[src/shared/lams_defines.vh]
// Purpose: mode block constants
// Assumes: 32-bit register words
// Notes:   offsets are byte addresses
`ifndef LAMS_DEFINES_VH
`define LAMS_DEFINES_VH

// register offsets
`define LAMS_OFS_BASECTL  12'h000
`define LAMS_OFS_STATUS   12'h004
`define LAMS_OFS_ID       12'h008
`define LAMS_OFS_LDR      12'h00C
`define LAMS_OFS_TPR      12'h010
`define LAMS_OFS_DCR      12'h014
`define LAMS_OFS_CMDLO    12'h018
`define LAMS_OFS_CMDHI    12'h01C
`define LAMS_OFS_TINIT    12'h020
`define LAMS_OFS_TCUR     12'h024
`define LAMS_OFS_SVR      12'h028
`define LAMS_OFS_DFR      12'h02C
`define LAMS_OFS_SELF     12'h030
`define LAMS_OFS_VER      12'h034
`define LAMS_OFS_LVT0     12'h040
`define LAMS_OFS_ENTRY    12'h060
`define LAMS_OFS_EXIT     12'h064
`define LAMS_OFS_PROBE    12'h068
`define LAMS_OFS_VEC0     12'h100

// field positions
`define LAMS_BIT_EN       0
`define LAMS_BIT_EXTENDED_MODE_BIT     1
`define LAMS_BIT_LVTMASK  16
`define LAMS_ST_GP        0
`define LAMS_ST_RELOAD    1
`define LAMS_ST_ABORT     2

// reset values and masks
`define LAMS_RST_LVT      32'h0001_0000
`define LAMS_RST_SVR      32'h0000_00FF
`define LAMS_RST_DFR      32'hFFFF_FFFF
`define LAMS_DCR_MASK     32'h0000_000B
`define LAMS_VERSION      32'h0000_0010
`define LAMS_LVT_NUM      6
`define LAMS_VEC_WORDS    24

// register-interface window and entry-area check
`define LAMS_MR_LO        32'h0000_0800
`define LAMS_MR_HI        32'h0000_0BFF
`define LAMS_ENTRY_MASK   32'hFFFF_F800
`define LAMS_ENTRY_MATCH  32'h0000_0800

// bus responses
`define LAMS_RESP_OKAY    2'b00
`define LAMS_RESP_SLVERR  2'b10
`endif

[src/hdl/lams_top.v]
// Purpose: mode control of a local interrupt controller, AXI4-Lite slave
// Assumes: inputs synchronous to clk_sys
// Notes:   unmapped or faulting accesses answer SLVERR
//
// Functional notes
// RQ1 - entry low dword masked match fails entry
// RQ2 - entry failure reloads host; exit failure aborts
// RQ3 - enable and extended bits encode the state
// RQ4 - writes toward invalid encoding fault, state kept
// RQ5 - reset leaves legacy mode enabled
// RQ6 - reset loads 32-bit id; low byte upper
// RQ7 - reset clears legacy fields, timers, self register
// RQ8 - vector-table entries cleared, masked; version kept
// RQ9 - spurious vector FFH, destination format ones
// RQ10 - legacy to extended keeps id, derives logical
// RQ11 - legacy may go disabled
// RQ12 - INIT in legacy keeps id, reinitialises rest
// RQ13 - hard reset always gives legacy, full init
// RQ14 - extended may only go disabled, id kept
// RQ15 - extended to legacy directly faults
// RQ16 - INIT in extended keeps mode, 32-bit id
// RQ17 - disabled only goes legacy; contents lost (cleared only on extended to disabled, kept from legacy)
// RQ18 - INIT while disabled stays disabled
// RQ19 - switch drops logical, written id, command high
// RQ20 - software enables remapping before extended mode
// RQ21 - window accesses fault unless extended mode
// RQ22 - mode bits change atomically
//
// The implementer's own choices: the AXI4-Lite slave port and the register offsets.
`timescale 1ns/10ps
`include "lams_defines.vh"
module lams_top (
   // clock and reset
   input  wire        clk_sys,
   input  wire        rst,
   // hardware identity and events
   input  wire [31:0] procIdStrap,
   input  wire        initReq,
   input  wire        reqSetValid,
   input  wire [7:0]  reqSetNum,
   // axi4-lite write address
   input  wire        s_axi_awvalid,
   output reg         s_axi_awready,
   input  wire [11:0] s_axi_awaddr,
   // axi4-lite write data
   input  wire        s_axi_wvalid,
   output reg         s_axi_wready,
   input  wire [31:0] s_axi_wdata,
   input  wire [3:0]  s_axi_wstrb,
   // axi4-lite write response
   output reg         s_axi_bvalid,
   input  wire        s_axi_bready,
   output reg  [1:0]  s_axi_bresp,
   // axi4-lite read address
   input  wire        s_axi_arvalid,
   output reg         s_axi_arready,
   input  wire [11:0] s_axi_araddr,
   // axi4-lite read data
   output reg         s_axi_rvalid,
   input  wire        s_axi_rready,
   output reg  [31:0] s_axi_rdata,
   output reg  [1:0]  s_axi_rresp,
   // mode and event outputs
   output reg         modeEnable,
   output reg         modeExtended,
   output reg         gpFaultPulse,
   output wire        entryReloadPulse,
   output wire        exitAbortPulse
);
   // merge strobed bytes into an old word
   function [31:0] mergeStrb(input [31:0] old, input [31:0] nw, input [3:0] stb);
      integer b;
      begin
         mergeStrb = old;
         for (b = 0; b < 4; b = b + 1) begin
            if (stb[b]) mergeStrb[8*b +: 8] = nw[8*b +: 8];
         end
      end
   endfunction

   // vector-table word index, all ones if none
   function [2:0] lvtIdx(input [11:0] a);
      begin
         lvtIdx = 3'b111;
         if (a >= `LAMS_OFS_LVT0 && a < `LAMS_OFS_LVT0 + 12'd24 && a[1:0] == 2'b00) begin
            lvtIdx = a[4:2];
         end
      end
   endfunction

   // write channel holding registers
   reg  [11:0] wAddr_q;       // latched write address
   reg  [31:0] wData_q;       // latched write data
   reg  [3:0]  wStrb_q;       // latched byte strobes
   wire        doWr;          // both halves in, no answer pending
   wire [31:0] wMerged;       // strobes applied to zero

   // control and configuration state
   reg  [31:0] hwId_q;        // 32-bit identity caught from the strap
   reg         idLoad_q;      // strap capture pending
   reg  [7:0]  mmioId_q;      // legacy id of the memory port
   reg  [31:0] ldr_q;         // logical destination
   reg  [7:0]  tpr_q;         // task priority
   reg  [31:0] dcr_q;         // timer divide
   reg  [31:0] cmdLo_q;       // command low half
   reg  [31:0] cmdHi_q;       // command high half
   reg  [31:0] tInit_q;       // timer initial count
   reg  [31:0] tCur_q;        // timer current count
   reg  [31:0] svr_q;         // spurious vector
   reg  [31:0] dfr_q;         // destination format, legacy only
   reg  [7:0]  self_q;        // last self-interrupt vector
   reg  [31:0] lvt_q [0:5];   // local vector table
   reg  [31:0] vec_q [0:23];  // request, in-service and trigger-mode words
   reg  [2:0]  status_q;      // sticky gp / reload / abort

   // mode decision wires
   wire        fsmAccept;
   wire        fsmReject;
   wire        isDis;
   wire        isLeg;
   wire        isExt;
   wire        baseWr;        // write hits base control
   wire        toExt;         // accepted legacy to extended switch
   wire        extToDis;      // accepted extended to disabled switch
   wire        reinit;        // clear registers, vector table and vector words; identity, mode and status kept
   wire        probeFault;    // window access outside extended mode
   wire        entryWr;       // entry dword presented
   wire        exitWr;        // exit dword presented
   reg         wrMapped;      // write address decodes
   reg         wrFault;       // write answered with a fault
   reg  [31:0] rdData;        // read mux
   reg         rdMapped;      // read address decodes

   assign doWr     = ~s_axi_awready & ~s_axi_wready & ~s_axi_bvalid;
   assign wMerged  = mergeStrb(32'h0000_0000, wData_q, wStrb_q);
   assign baseWr   = doWr && (wAddr_q == `LAMS_OFS_BASECTL);
   assign toExt    = fsmAccept & isLeg & wMerged[`LAMS_BIT_EXTENDED_MODE_BIT];
   assign extToDis = fsmAccept & isExt & ~wMerged[`LAMS_BIT_EN];
   // leaving extended loses all but identity and status [RQ17]
   assign reinit   = initReq | extToDis;
   assign entryWr  = doWr && (wAddr_q == `LAMS_OFS_ENTRY);
   assign exitWr   = doWr && (wAddr_q == `LAMS_OFS_EXIT);
   // register-interface window needs extended mode [RQ21]
   assign probeFault = doWr && (wAddr_q == `LAMS_OFS_PROBE) && ~isExt &&
                       (wMerged >= `LAMS_MR_LO) && (wMerged <= `LAMS_MR_HI);

   // state encoding lives in the mode tracker [RQ3]
   lams_mode_fsm u_mode (
      .clk_sys (clk_sys),
      .rst     (rst),
      .wrValid (baseWr),
      .wrBits  ({wMerged[`LAMS_BIT_EXTENDED_MODE_BIT], wMerged[`LAMS_BIT_EN]}),
      .accept  (fsmAccept),
      .reject  (fsmReject),
      .isDis   (isDis),
      .isLeg   (isLeg),
      .isExt   (isExt)
   );

   // transition-area entry screening
   lams_entry_check u_entry (
      .clk_sys       (clk_sys),
      .rst           (rst),
      .chkValid      (entryWr | exitWr),
      .chkIsExit     (exitWr),
      .entryLowDword (wMerged),
      .reloadHost    (entryReloadPulse),
      .abortExit     (exitAbortPulse)
   );

   // write decode: mapped offsets and faults
   always @* begin
      wrMapped = 1'b1;
      wrFault  = 1'b0;
      case (wAddr_q)
         `LAMS_OFS_BASECTL: wrFault = fsmReject;   // [RQ4] [RQ15]
         `LAMS_OFS_STATUS, `LAMS_OFS_ID, `LAMS_OFS_LDR, `LAMS_OFS_TPR,
         `LAMS_OFS_DCR, `LAMS_OFS_CMDLO, `LAMS_OFS_CMDHI, `LAMS_OFS_TINIT,
         `LAMS_OFS_SVR, `LAMS_OFS_DFR, `LAMS_OFS_SELF, `LAMS_OFS_ENTRY,
         `LAMS_OFS_EXIT: wrMapped = 1'b1;
         `LAMS_OFS_PROBE: wrFault = probeFault;
         default: wrMapped = (lvtIdx(wAddr_q) != 3'b111);
      endcase
   end

   // axi write: address and data in either order
   always @(posedge clk_sys or posedge rst) begin
      if (rst) begin
         s_axi_awready <= 1'b1;
         s_axi_wready  <= 1'b1;
         s_axi_bvalid  <= 1'b0;
         s_axi_bresp   <= `LAMS_RESP_OKAY;
         wAddr_q       <= 12'h000;
         wData_q       <= 32'h0000_0000;
         wStrb_q       <= 4'h0;
      end else begin
         if (s_axi_awvalid && s_axi_awready) begin
            wAddr_q       <= {s_axi_awaddr[11:2], 2'b00};
            s_axi_awready <= 1'b0;
         end
         if (s_axi_wvalid && s_axi_wready) begin
            wData_q      <= s_axi_wdata;
            wStrb_q      <= s_axi_wstrb;
            s_axi_wready <= 1'b0;
         end
         if (doWr) begin
            s_axi_bvalid <= 1'b1;
            s_axi_bresp  <= (wrMapped && !wrFault) ? `LAMS_RESP_OKAY : `LAMS_RESP_SLVERR;
         end else if (s_axi_bvalid && s_axi_bready) begin
            s_axi_bvalid  <= 1'b0;
            s_axi_awready <= 1'b1;
            s_axi_wready  <= 1'b1;
         end
      end
   end

   // identity: strap caught at the first edge after reset
   always @(posedge clk_sys or posedge rst) begin
      if (rst) begin
         idLoad_q <= 1'b1;
         hwId_q   <= 32'h0000_0000;
         mmioId_q <= 8'h00;
      end else if (idLoad_q) begin
         idLoad_q <= 1'b0;
         hwId_q   <= procIdStrap;          // [RQ6] [RQ13]
         mmioId_q <= procIdStrap[7:0];     // [RQ6]
      end else if (toExt) begin
         mmioId_q <= hwId_q[7:0];          // memory-port id dropped [RQ19] [RQ14]
      end else if (doWr && isLeg && wAddr_q == `LAMS_OFS_ID && wStrb_q[3]) begin
         mmioId_q <= wData_q[31:24];       // INIT keeps this [RQ12] [RQ16]
      end
   end

   // register bank; INIT and reset load the same values
   always @(posedge clk_sys or posedge rst) begin
      if (rst) begin
         ldr_q   <= 32'h0000_0000;         // [RQ7]
         tpr_q   <= 8'h00;
         dcr_q   <= 32'h0000_0000;
         cmdLo_q <= 32'h0000_0000;
         cmdHi_q <= 32'h0000_0000;
         tInit_q <= 32'h0000_0000;
         tCur_q  <= 32'h0000_0000;
         self_q  <= 8'h00;
         svr_q   <= `LAMS_RST_SVR;         // [RQ9]
         dfr_q   <= `LAMS_RST_DFR;         // [RQ9]
      end else if (reinit) begin
         ldr_q   <= 32'h0000_0000;         // [RQ12] [RQ16] [RQ17]
         tpr_q   <= 8'h00;
         dcr_q   <= 32'h0000_0000;
         cmdLo_q <= 32'h0000_0000;
         cmdHi_q <= 32'h0000_0000;
         tInit_q <= 32'h0000_0000;
         tCur_q  <= 32'h0000_0000;
         self_q  <= 8'h00;
         svr_q   <= `LAMS_RST_SVR;
         dfr_q   <= `LAMS_RST_DFR;
      end else if (toExt) begin
         // logical id: cluster and one-hot member [RQ10] [RQ19]
         ldr_q   <= {hwId_q[19:4], 16'h0001 << hwId_q[3:0]};
         cmdHi_q <= 32'h0000_0000;         // [RQ19]
      end else if (doWr && !isDis) begin
         case (wAddr_q)
            `LAMS_OFS_LDR:   if (isLeg) ldr_q <= mergeStrb(ldr_q, wData_q, wStrb_q);
            `LAMS_OFS_TPR:   tpr_q   <= wMerged[7:0];
            `LAMS_OFS_DCR:   dcr_q   <= wMerged & `LAMS_DCR_MASK;
            `LAMS_OFS_CMDLO: cmdLo_q <= mergeStrb(cmdLo_q, wData_q, wStrb_q);
            `LAMS_OFS_CMDHI: cmdHi_q <= mergeStrb(cmdHi_q, wData_q, wStrb_q);
            `LAMS_OFS_TINIT: begin
               tInit_q <= mergeStrb(tInit_q, wData_q, wStrb_q);
               tCur_q  <= mergeStrb(tInit_q, wData_q, wStrb_q);
            end
            `LAMS_OFS_SVR:   svr_q   <= mergeStrb(svr_q, wData_q, wStrb_q);
            // legacy-only registers ignore extended writes [RQ21]
            `LAMS_OFS_DFR:   if (isLeg) dfr_q <= mergeStrb(dfr_q, wData_q, wStrb_q);
            `LAMS_OFS_SELF:  if (isExt) self_q <= wMerged[7:0];
            default:         ;
         endcase
      end
   end

   // local vector table, one slot each
   genvar gi;
   generate
      for (gi = 0; gi < `LAMS_LVT_NUM; gi = gi + 1) begin : g_lvt
         always @(posedge clk_sys or posedge rst) begin
            if (rst) begin
               lvt_q[gi] <= `LAMS_RST_LVT;    // [RQ8]
            end else if (reinit) begin
               lvt_q[gi] <= `LAMS_RST_LVT;    // [RQ8]
            end else if (doWr && !isDis && lvtIdx(wAddr_q) == gi) begin
               lvt_q[gi] <= mergeStrb(lvt_q[gi], wData_q, wStrb_q);
            end
         end
      end
   endgenerate

   // request words collect arrivals; others stay clear
   generate
      for (gi = 0; gi < `LAMS_VEC_WORDS; gi = gi + 1) begin : g_vec
         always @(posedge clk_sys or posedge rst) begin
            if (rst) begin
               vec_q[gi] <= 32'h0000_0000;    // [RQ7]
            end else if (reinit) begin
               vec_q[gi] <= 32'h0000_0000;
            end else if (gi < 8 && reqSetValid && !isDis && reqSetNum[7:5] == gi) begin
               vec_q[gi] <= vec_q[gi] | (32'h0000_0001 << reqSetNum[4:0]);
            end
         end
      end
   endgenerate

   // sticky status: a new event beats a clear in the same cycle
   always @(posedge clk_sys or posedge rst) begin
      if (rst) begin
         status_q     <= 3'b000;
         gpFaultPulse <= 1'b0;
      end else begin
         gpFaultPulse <= doWr & wrFault;
         status_q <= (status_q & ~((doWr && wAddr_q == `LAMS_OFS_STATUS) ? wMerged[2:0] : 3'b000))
                     | {exitAbortPulse, entryReloadPulse, doWr & wrFault};
      end
   end

   // mode bits mirrored to the pins
   always @(posedge clk_sys or posedge rst) begin
      if (rst) begin
         modeEnable   <= 1'b1;            // [RQ5]
         modeExtended <= 1'b0;
      end else begin
         modeEnable   <= (baseWr & fsmAccept) ? wMerged[`LAMS_BIT_EN] : ~isDis;
         modeExtended <= (baseWr & fsmAccept) ? wMerged[`LAMS_BIT_EXTENDED_MODE_BIT] : isExt;
      end
   end

   // read mux
   always @* begin
      rdMapped = 1'b1;
      rdData   = 32'h0000_0000;
      case (s_axi_araddr & 12'hFFC)
         `LAMS_OFS_BASECTL: rdData = {30'h0, isExt, ~isDis};
         `LAMS_OFS_STATUS:  rdData = {29'h0, status_q};
         // legacy: byte id on top; extended: full identity
         `LAMS_OFS_ID:      rdData = isExt ? hwId_q : {mmioId_q, 24'h00_0000};
         `LAMS_OFS_LDR:     rdData = ldr_q;
         `LAMS_OFS_TPR:     rdData = {24'h00_0000, tpr_q};
         `LAMS_OFS_DCR:     rdData = dcr_q;
         `LAMS_OFS_CMDLO:   rdData = cmdLo_q;
         `LAMS_OFS_CMDHI:   rdData = cmdHi_q;
         `LAMS_OFS_TINIT:   rdData = tInit_q;
         `LAMS_OFS_TCUR:    rdData = tCur_q;
         `LAMS_OFS_SVR:     rdData = svr_q;
         `LAMS_OFS_DFR:     rdData = isExt ? 32'h0000_0000 : dfr_q;
         `LAMS_OFS_VER:     rdData = `LAMS_VERSION;   // untouched by reset [RQ8]
         default: begin
            if (lvtIdx(s_axi_araddr & 12'hFFC) != 3'b111) begin
               rdData = lvt_q[lvtIdx(s_axi_araddr & 12'hFFC)];
            end else if (s_axi_araddr >= `LAMS_OFS_VEC0 &&
                         s_axi_araddr < `LAMS_OFS_VEC0 + 12'd96) begin
               rdData = vec_q[s_axi_araddr[6:2]];
            end else begin
               rdMapped = 1'b0;
            end
         end
      endcase
   end

   // axi read: answer registered on the same edge as the take
   always @(posedge clk_sys or posedge rst) begin
      if (rst) begin
         s_axi_arready <= 1'b1;
         s_axi_rvalid  <= 1'b0;
         s_axi_rdata   <= 32'h0000_0000;
         s_axi_rresp   <= `LAMS_RESP_OKAY;
      end else if (s_axi_arvalid && s_axi_arready) begin
         s_axi_arready <= 1'b0;
         s_axi_rvalid  <= 1'b1;
         s_axi_rdata   <= rdData;
         s_axi_rresp   <= rdMapped ? `LAMS_RESP_OKAY : `LAMS_RESP_SLVERR;
      end else if (s_axi_rvalid && s_axi_rready) begin
         s_axi_rvalid  <= 1'b0;
         s_axi_arready <= 1'b1;
      end
   end
endmodule // lams_top

[src/hdl/lams_mode_fsm.v]
// Purpose: three-state mode tracker
// Assumes: wrValid is a one-cycle request, wrBits = {extended_mode_bit, en}
// Notes:   accept and reject are combinational
`timescale 1ns/10ps
module lams_mode_fsm (
   // clock and reset
   input  wire       clk_sys,
   input  wire       rst,
   // base-control write request
   input  wire       wrValid,
   input  wire [1:0] wrBits,
   // decision
   output reg        accept,
   output reg        reject,
   // present state, one-hot
   output wire       isDis,
   output wire       isLeg,
   output wire       isExt
);
   localparam [2:0] ST_DIS = 3'b001;   // both bits clear
   localparam [2:0] ST_LEG = 3'b010;   // enable only
   localparam [2:0] ST_EXT = 3'b100;   // enable and extended

   reg [2:0] state_q;   // current mode
   reg [2:0] state_d;   // next mode

   assign isDis = state_q[0];
   assign isLeg = state_q[1];
   assign isExt = state_q[2];

   // decode the target of a write and its legality
   always @* begin
      state_d = state_q;
      accept  = 1'b0;
      reject  = 1'b0;
      if (wrValid) begin
         case (state_q)
            ST_DIS: begin
               // only the legacy target leaves disabled [RQ17]
               if (wrBits == 2'b01) begin
                  state_d = ST_LEG;
                  accept  = 1'b1;
               end else if (wrBits == 2'b00) begin
                  accept = 1'b1;
               end else begin
                  reject = 1'b1;     // invalid encoding or direct jump [RQ4]
               end
            end
            ST_LEG: begin
               if (wrBits == 2'b11) begin
                  state_d = ST_EXT;  // [RQ10]
                  accept  = 1'b1;
               end else if (wrBits == 2'b00) begin
                  state_d = ST_DIS;  // [RQ11]
                  accept  = 1'b1;
               end else if (wrBits == 2'b01) begin
                  accept = 1'b1;
               end else begin
                  reject = 1'b1;     // [RQ4]
               end
            end
            ST_EXT: begin
               if (wrBits == 2'b00) begin
                  state_d = ST_DIS;  // [RQ14]
                  accept  = 1'b1;
               end else if (wrBits == 2'b11) begin
                  accept = 1'b1;
               end else begin
                  reject = 1'b1;     // to legacy or invalid [RQ15] [RQ4]
               end
            end
            default: begin
               state_d = ST_LEG;
               reject  = 1'b1;
            end
         endcase
      end
   end

   // both mode bits move together in one edge [RQ22]
   always @(posedge clk_sys or posedge rst) begin
      if (rst) begin
         state_q <= ST_LEG;           // leave reset in legacy mode [RQ5] [RQ13]
      end else begin
         state_q <= state_d;          // INIT never touches the mode [RQ12] [RQ16] [RQ18]
      end
   end
endmodule // lams_mode_fsm

[src/hdl/lams_entry_check.v]
// Purpose: screens transition-area entries
// Assumes: chkValid is a one-cycle pulse
// Notes:   results are registered one-cycle pulses
`timescale 1ns/10ps
`include "lams_defines.vh"
module lams_entry_check (
   // clock and reset
   input  wire        clk_sys,
   input  wire        rst,
   // entry under test
   input  wire        chkValid,
   input  wire        chkIsExit,
   input  wire [31:0] entryLowDword,
   // outcome pulses
   output reg         reloadHost,
   output reg         abortExit
);
   wire hit;   // entry falls inside the controller range
   assign hit = ((entryLowDword & `LAMS_ENTRY_MASK) == `LAMS_ENTRY_MATCH); // [RQ1]

   // entry failure reloads host state, exit failure aborts
   always @(posedge clk_sys or posedge rst) begin
      if (rst) begin
         reloadHost <= 1'b0;
         abortExit  <= 1'b0;
      end else begin
         reloadHost <= chkValid & hit & ~chkIsExit; // [RQ2]
         abortExit  <= chkValid & hit & chkIsExit;  // [RQ2]
      end
   end
endmodule // lams_entry_check

[config.mk]
export PLATFORM = sky130hd
export DESIGN_NAME = lams_top
export DESIGN_NICKNAME = d
export VERILOG_FILES = /design/src/hdl/lams_top.v /design/src/hdl/lams_mode_fsm.v /design/src/hdl/lams_entry_check.v
export VERILOG_INCLUDE_DIRS = /design/src /design/src/shared
export SDC_FILE = /design/constraint.sdc
export NUM_CORES = 2
export LEC_CHECK = 0
export ABC_AREA = 1
export BUFFER_PORTS_ARGS = -buffer_cell sky130_fd_sc_hd__buf_4
export CAP_MARGIN = 20
export CELL_PAD_IN_SITES_DETAIL_PLACEMENT = 2
export CELL_PAD_IN_SITES_GLOBAL_PLACEMENT = 2
export CORE_MARGIN = 3
export CORE_UTILIZATION = 35
export CTS_BUF_LIST = sky130_fd_sc_hd__clkbuf_2
export DETAILED_ROUTE_END_ITERATION = 10
export PLACE_DENSITY_LB_ADDON = 0.1
export SYNTH_ARGS = -nofsm -noshare
export SYNTH_HDL_FRONTEND = slang
export SYNTH_SLANG_ARGS = --single-unit
[constraint.sdc]
create_clock -name clk_sys -period 27.2 [get_ports clk_sys]
set_clock_uncertainty 0.15 [all_clocks]
set_input_delay 4.08 -clock clk_sys [delete_from_list [all_inputs] [get_ports clk_sys]]
set_output_delay 4.08 -clock clk_sys [all_outputs]
set_load 0.01 [all_outputs]
==> Word level (Yosys, flattened, before mapping) <==
Cells that the tools add are included.
{ "totals": {"word_cells": 444, "out_inout_bits": 46, "inputBits": 109, "register_bits": 819} }
{ "op_classes": {"n_eq_ne": 52, "reduce_logical": 134, "n_shift": 2, "bitwise_logic": 33, "n_lt_le_gt_ge": 10, "n_mux": 134} }
{ "op_table": {"columns": ["cell", "count"], "rows": [
  ["32-bit two-way mux", 65],
  ["32-bit case mux with 12 select lines", 1],
  ["32-bit OR", 8],
  ["32-bit binary-select mux with 5-bit select", 1],
  ["8-bit two-way mux", 15],
  ["32-bit binary-select mux with 3-bit select", 1],
  ["10-bit by 4-bit == test with 1-bit output, second input constant", 9],
  ["10-bit by 3-bit == test with 1-bit output, second input constant", 8],
  ["4-bit AND reduction", 16],
  ["2-bit nonzero test", 28],
  ["2-bit AND reduction", 25],
  ["10-bit by 2-bit == test with 1-bit output, second input constant", 4],
  ["1-bit logical AND", 36],
  ["1-bit two-way mux", 34],
  ["3-bit two-way mux", 11],
  ["32-bit by 12-bit >= comparator with 1-bit output, second input constant", 1],
  ["32-bit by 12-bit less-or-equal comparator with 1-bit output, second input constant", 1],
  ["1-bit by 5-bit << shifter with 32-bit output, first input constant", 1],
  ["10-bit by 5-bit == test with 1-bit output, second input constant", 3],
  ["3-bit nonzero test", 9],
  ["12-bit by 7-bit >= comparator with 1-bit output, second input constant", 2],
  ["12-bit logical NOT", 2],
  ["12-bit by 7-bit less-than comparator with 1-bit output, second input constant", 2],
  ["21-bit by 1-bit == test with 1-bit output, second input constant", 1],
  ["other kinds (34)", 81]
]} }

==> Depth between registers and ports, before layout <==
{ "logic_depth": {"word_depth": 15, "ltp_mapped": 20, "depth_no_buf": 15} }

==> Hierarchy <==
A second synthesis with hierarchy kept.
{ "unflattened": {"hier_cells": 5157, "area_unflattened_um2": 38921.1} }
{ "by_module_without_submodules": {"columns": ["module", "instances", "seq_area_each_um2", "cells_each", "area_per_inst_um2"], "rows": [
  ["lams_top", 1, 19657.6, 5079, 38438.1],
  ["lams_mode_fsm", 1, 76.3, 50, 334.1],
  ["lams_entry_check", 1, 50.0, 28, 148.9]
]} }

==> Least setup slack after synthesis <==
Ideal clock, no wire load.
{ "synth_timing": {"path_type": "input-to-reg", "from": "input port s_axi_araddr[9]", "to": "register s_axi_rdata[12]", "n_path_buf": 2, "setup_ns": 0.077, "t_arrival_ns": 5.538, "path_stages": 13, "required_time_ns": 26.973, "slack_ns": 21.435, "path_cell_list": "nor2_1 -> nand2_1 -> clkbuf_1 -> nor2_1 -> nand3_1 -> inv_1 -> clkbuf_1 -> nand2_1 -> nand2_1 -> inv_1 -> nand2_1 -> nor3_1 -> a21oi_1"} }
{ "synth_between": {"elab_chain_cells": 11, "elab_cells_between_ends": 32, "cone_classes": "4 x order compare; 13 x eq/ne; 10 x mux; 1 x bitwise; 4 x reduce/logical"} }
{ "synth_lines": {"columns": ["item", "line_no", "source"], "rows": [
  ["from (decl)", "lams_top.v:57", "input wire [11:0] s_axi_araddr,"],
  ["12-bit by 7-bit >= comparator with 1-bit output (no source line) or 12-bit by 7-bit less-than comparator with 1-bit output (tied branches)", null, null],
  ["1-bit logical AND", "lams_top.v:85", "if (a >= `LAMS_OFS_LVT0 && a < `LAMS_OFS_LVT0 + 12'd24 && a[1:0] == 2'b00) begin"],
  ["3-bit two-way mux", "lams_top.v:85", null],
  ["3-bit two-way mux", "lams_top.v:356", "if (lvtIdx(s_axi_araddr & 12'hFFC) != 3'b111) begin"],
  ["3-bit two-way mux", "lams_top.v:340", "case (s_axi_araddr & 12'hFFC)"],
  ["3-bit NOT with 4-bit output (implied by the code)", "lams_top.v:357", "rdData = lvt_q[lvtIdx(s_axi_araddr & 12'hFFC)];"],
  ["32-bit binary-select mux with 3-bit select", "lams_top.v:357", null],
  ["32-bit two-way mux (implied by the code) (2 in series)", "lams_top.v:357", null],
  ["32-bit two-way mux", "lams_top.v:356", null],
  ["32-bit case mux with 12 select lines *", "lams_top.v:340", null],
  ["to (signal assigned)", "lams_top.v:378", "s_axi_rdata <= rdData;"],
  ["to (decl)", "lams_top.v:61", "output reg [31:0] s_axi_rdata,"]
]} }
Mark *: on every way between the ends. The rest lies on a longest branch, timed or not. The select of a mux whose other input is x is not followed.
A chain may end at the register's enable or synchronous reset.

==> Final worst setup path <==
{ "layout_timing": {"from": "register s_axi_rdata[3]", "to": "output port s_axi_rdata[3]"} }
No word-level cell between the ends.

==> flow_summary.json <==
{
  "fmax_ghz": 0.154,
  "dieHeight_um": 334,
  "tns_ns": 0,
  "synth_most_common_cell": "nand2_1",
  "antenna_found_initial": 3,
  "rsz0062_at_grt": "false",
  "worst_slack_ns": 20.70,
  "design.core.area_um2": 106000,
  "io_buffer_count": 148,
  "cts.clk_slew.worst_paths_ns": 0.09,
  "crit_family": "flip-flops",
  "synth_seq_cells": 788,
  "syn-cell-area_um2": 37600,
  "synth_top_area_share": 0.490,
  "cts_inserted_buffers": 216,
  "hold_slack_ns": 0.316,
  "outcome": "finished clean",
  "ant_nets": 0,
  "cts-resized-gates": 0,
  "p_leak_nw": 21.2,
  "postSynthAreaPerCell_um2": 7.78,
  "ctsHoldBuffers": 0,
  "finalHoldViolations": 0,
  "gp_congestion": 0.838,
  "setup.worst_path.start_class": "flop",
  "seq_area_frac_synth": 0.526,
  "maxSlewHeadroom": 0.285,
  "clockBufferDepth": 3,
  "timing.final.crit_share": 0.239,
  "rows": 119,
  "crit_type": "reg -> out",
  "yosysUniqueCellTypes": 42,
  "power_density_nw_per_um2": 81.2,
  "grt_max_degree": 104,
  "area_delta_synth_final_pct": 11.7,
  "timing.rr.start": "wStrb_q[0]",
  "synth-async-reset-ratio": 1.00,
  "hp-start": "dfr_q[13]",
  "gr-total-overflow": 0,
  "slew_violations": 0,
  "nets": 5141,
  "ys.warnings.count": 0,
  "syn_inst": 4837,
  "yosysTopAreaCell": "dfrtp_1",
  "drc_errors": 0,
  "cp_max_fo": 3,
  "wl_per_cell_um": 23.2,
  "cp_slowest_stage_delay_ns": 0.53,
  "cts_sinks": 788,
  "setup_viol": 0,
  "clockRootBuffer": "clkbuf_2",
  "start_util": 0.355,
  "ys_top_cells_by_count": "nand2_1 (1621), dfrtp_1 (736), nor2_1 (541)",
  "required_ns": 22.97,
  "cpMaxStageDelayCell": "dfrtp_1",
  "irDropWorstVdd_v": 0.0000544,
  "worstSetupEndpointType": "output pin",
  "cts_setup_buffers": 0,
  "crit_chain": "buf_4",
  "clk_latency_ns": 1.57,
  "grt_pass1_wl_mm": 235,
  "htreeDepth": 4,
  "worst_pin_slew_ns": 1.07,
  "startpoint": "s_axi_rdata[3]",
  "cp_num_buf_inv": 1,
  "max_cap_violations": 0,
  "vias": 35000,
  "arrival_ns": 2.27,
  "grt_use_total": 0.275,
  "min_period_ns": 6.50,
  "synth-edff-count": 0,
  "dieArea_um2": 111000,
  "hold_path_class": "reg -> reg",
  "drtIter0Drc": 2109,
  "wl_mm": 153,
  "io_pins": 155,
  "dp_hpwl_mm": 104,
  "dr.pass1.iters": 7,
  "die-width_um": 334,
  "grt_pass1_vias": 37700,
  "pre_cts_ws_ns": 19.28,
  "viasPerCell": 5.30,
  "synth-main-ff-cell": "dfrtp_1",
  "yosys-top-cells-area": "dfrtp_1 (49%), nand2_1 (16%), a21oi_1 (6.0%), nor2_1 (5.4%), dfstp_2 (3.6%)",
  "drive_gt1_frac": 0.143,
  "cts_tree": "done"
}
## through the flow
| stage | area [um^2] | power, mW | utilization | instances |
|---|---|---|---|---|
| 2_1_floorplan | 37600 | 2.15 | - | 4839 |
| 3_3_place_gp | 39900 | 2.50 | 0.377 | 6193 |
| 3_5_place_dp | 39900 | 2.55 | 0.377 | 6195 |
| 4_1_cts | 41900 | 3.46 | 0.395 | 6578 |
| 5_1_grt | 42000 | 3.67 | 0.396 | 6590 |
| 6_report | 42000 | 3.41 | 0.396 | 6595 |
## logic make-up after synthesis
group | count (synthesis) | synth area share
mux | 1 | 0.000299
flops | 788 | 0.526
fa+ha+maj | 4 | 0.00133
compound gates | 895 | 0.131
other cells | 1 | 0.0000997
buf+inv | 553 | 0.0613
simple gates | 2595 | 0.280
## flip-flops by register name, summed over array words and instances, names as in the netlist, 3 cells and up
| register | count |
|---|---|
| dfr_q | 32 |
| svr_q | 32 |
| wStrb_q | 4 |
| u_mode.state_q | 3 |
| wData_q | 32 |
| cmdLo_q | 32 |
| dcr_q | 3 |
| cmdHi_q | 32 |
| wAddr_q | 10 |
| tpr_q | 8 |
| lvt_q | 192 |
| mmioId_q | 8 |
| vec_q | 256 |
| status_q | 3 |
| tCur_q | 32 |
| hwId_q | 32 |
| ldr_q | 32 |
| s_axi_rdata | 32 |
## power by group
| part | switching, mW | internal [mW] |
|---|---|---|
| clock | 0.544 | 0.345 |
| combinational | 0.629 | 0.249 |
| sequential | 0.179 | 1.47 |
| total | 1.35 | 2.06 |
## worst reg2reg max path, cell delays in order, from the launching register on
cell and delay [ns]:
dfrtp_1 0.35, buf_4 0.26, nand2_1 0.27, inv_1 0.85, ha_1 0.32, inv_1 0.08, nand3_1 0.09, nand2_1 0.09
nand2_2 0.12, nand3_4 0.14, nand2_8 0.51, buf_4 0.87, nor2_1 0.48, nor2_1 0.86, nand2_1 0.14, o21ai_0 0.11
## per-layer routing
layer,vias to the layer above,wire [um],track usage
met3,257,7320,0.0508
met4,2,4420,0.0921
li1,16100,-,-
met2,782,71900,0.448
met1,17800,69200,0.369
met5,-,13,0
## layout make-up
cell class | instances | area (um^2)
tap | 1391 | 1740
clock inverter | 39 | 238
clock buffer | 344 | 1720
inverter | 309 | 1170
sequential | 788 | 19800
multi-input combinational | 3498 | 15700
timing repair buffer | 215 | 1670
fill | 12400 | 64000
antenna | 11 | 27.5
## final timing paths
check / end / slack (ns) / cells after the start
max: s_axi_rdata[3] / 20.70 / 1
min: dfr_q[13] / 0.32 / 2
max reg2reg: lvt_q[168] / 21.38 / 15
min reg2reg: dfr_q[13] / 0.32 / 2
max in group asynchronous: vec_q[719] / 21.46 / 5
min in group asynchronous: s_axi_bvalid / 2.43 / 2
## placed cells by master, fill, tap and decap left out, drive strengths merged
| master | netlist | routed |
|---|---|---|
| ha | 4 | 4 |
| diode | 0 | 11 |
| and3 | 1 | 1 |
| o211ai | 12 | 12 |
| and2 | 2 | 2 |
| nand2 | 1641 | 1641 |
| nand3 | 253 | 253 |
| dfrtp | 736 | 736 |
| clkinv | 9 | 39 |
| nand4 | 63 | 63 |
| o22ai | 3 | 3 |
| clkbuf | 146 | 344 |
| o21ai | 281 | 281 |
| nor3b | 1 | 1 |
| a311oi | 1 | 1 |
| a21oi | 455 | 455 |
| mux2 | 1 | 1 |
| clkinvlp | 0 | 6 |
| buf | 98 | 215 |
| a31oi | 10 | 10 |
| o31ai | 1 | 1 |
| nor2 | 586 | 586 |
| dfstp | 52 | 52 |
| bufinv | 0 | 1 |
| nor4 | 3 | 3 |
| nand3b | 3 | 3 |
| nor3 | 42 | 42 |
| o311ai | 1 | 1 |
| a22oi | 131 | 131 |
| conb | 1 | 3 |
| inv | 300 | 302 |
Note: power is estimated with default switching activity, not from simulation.
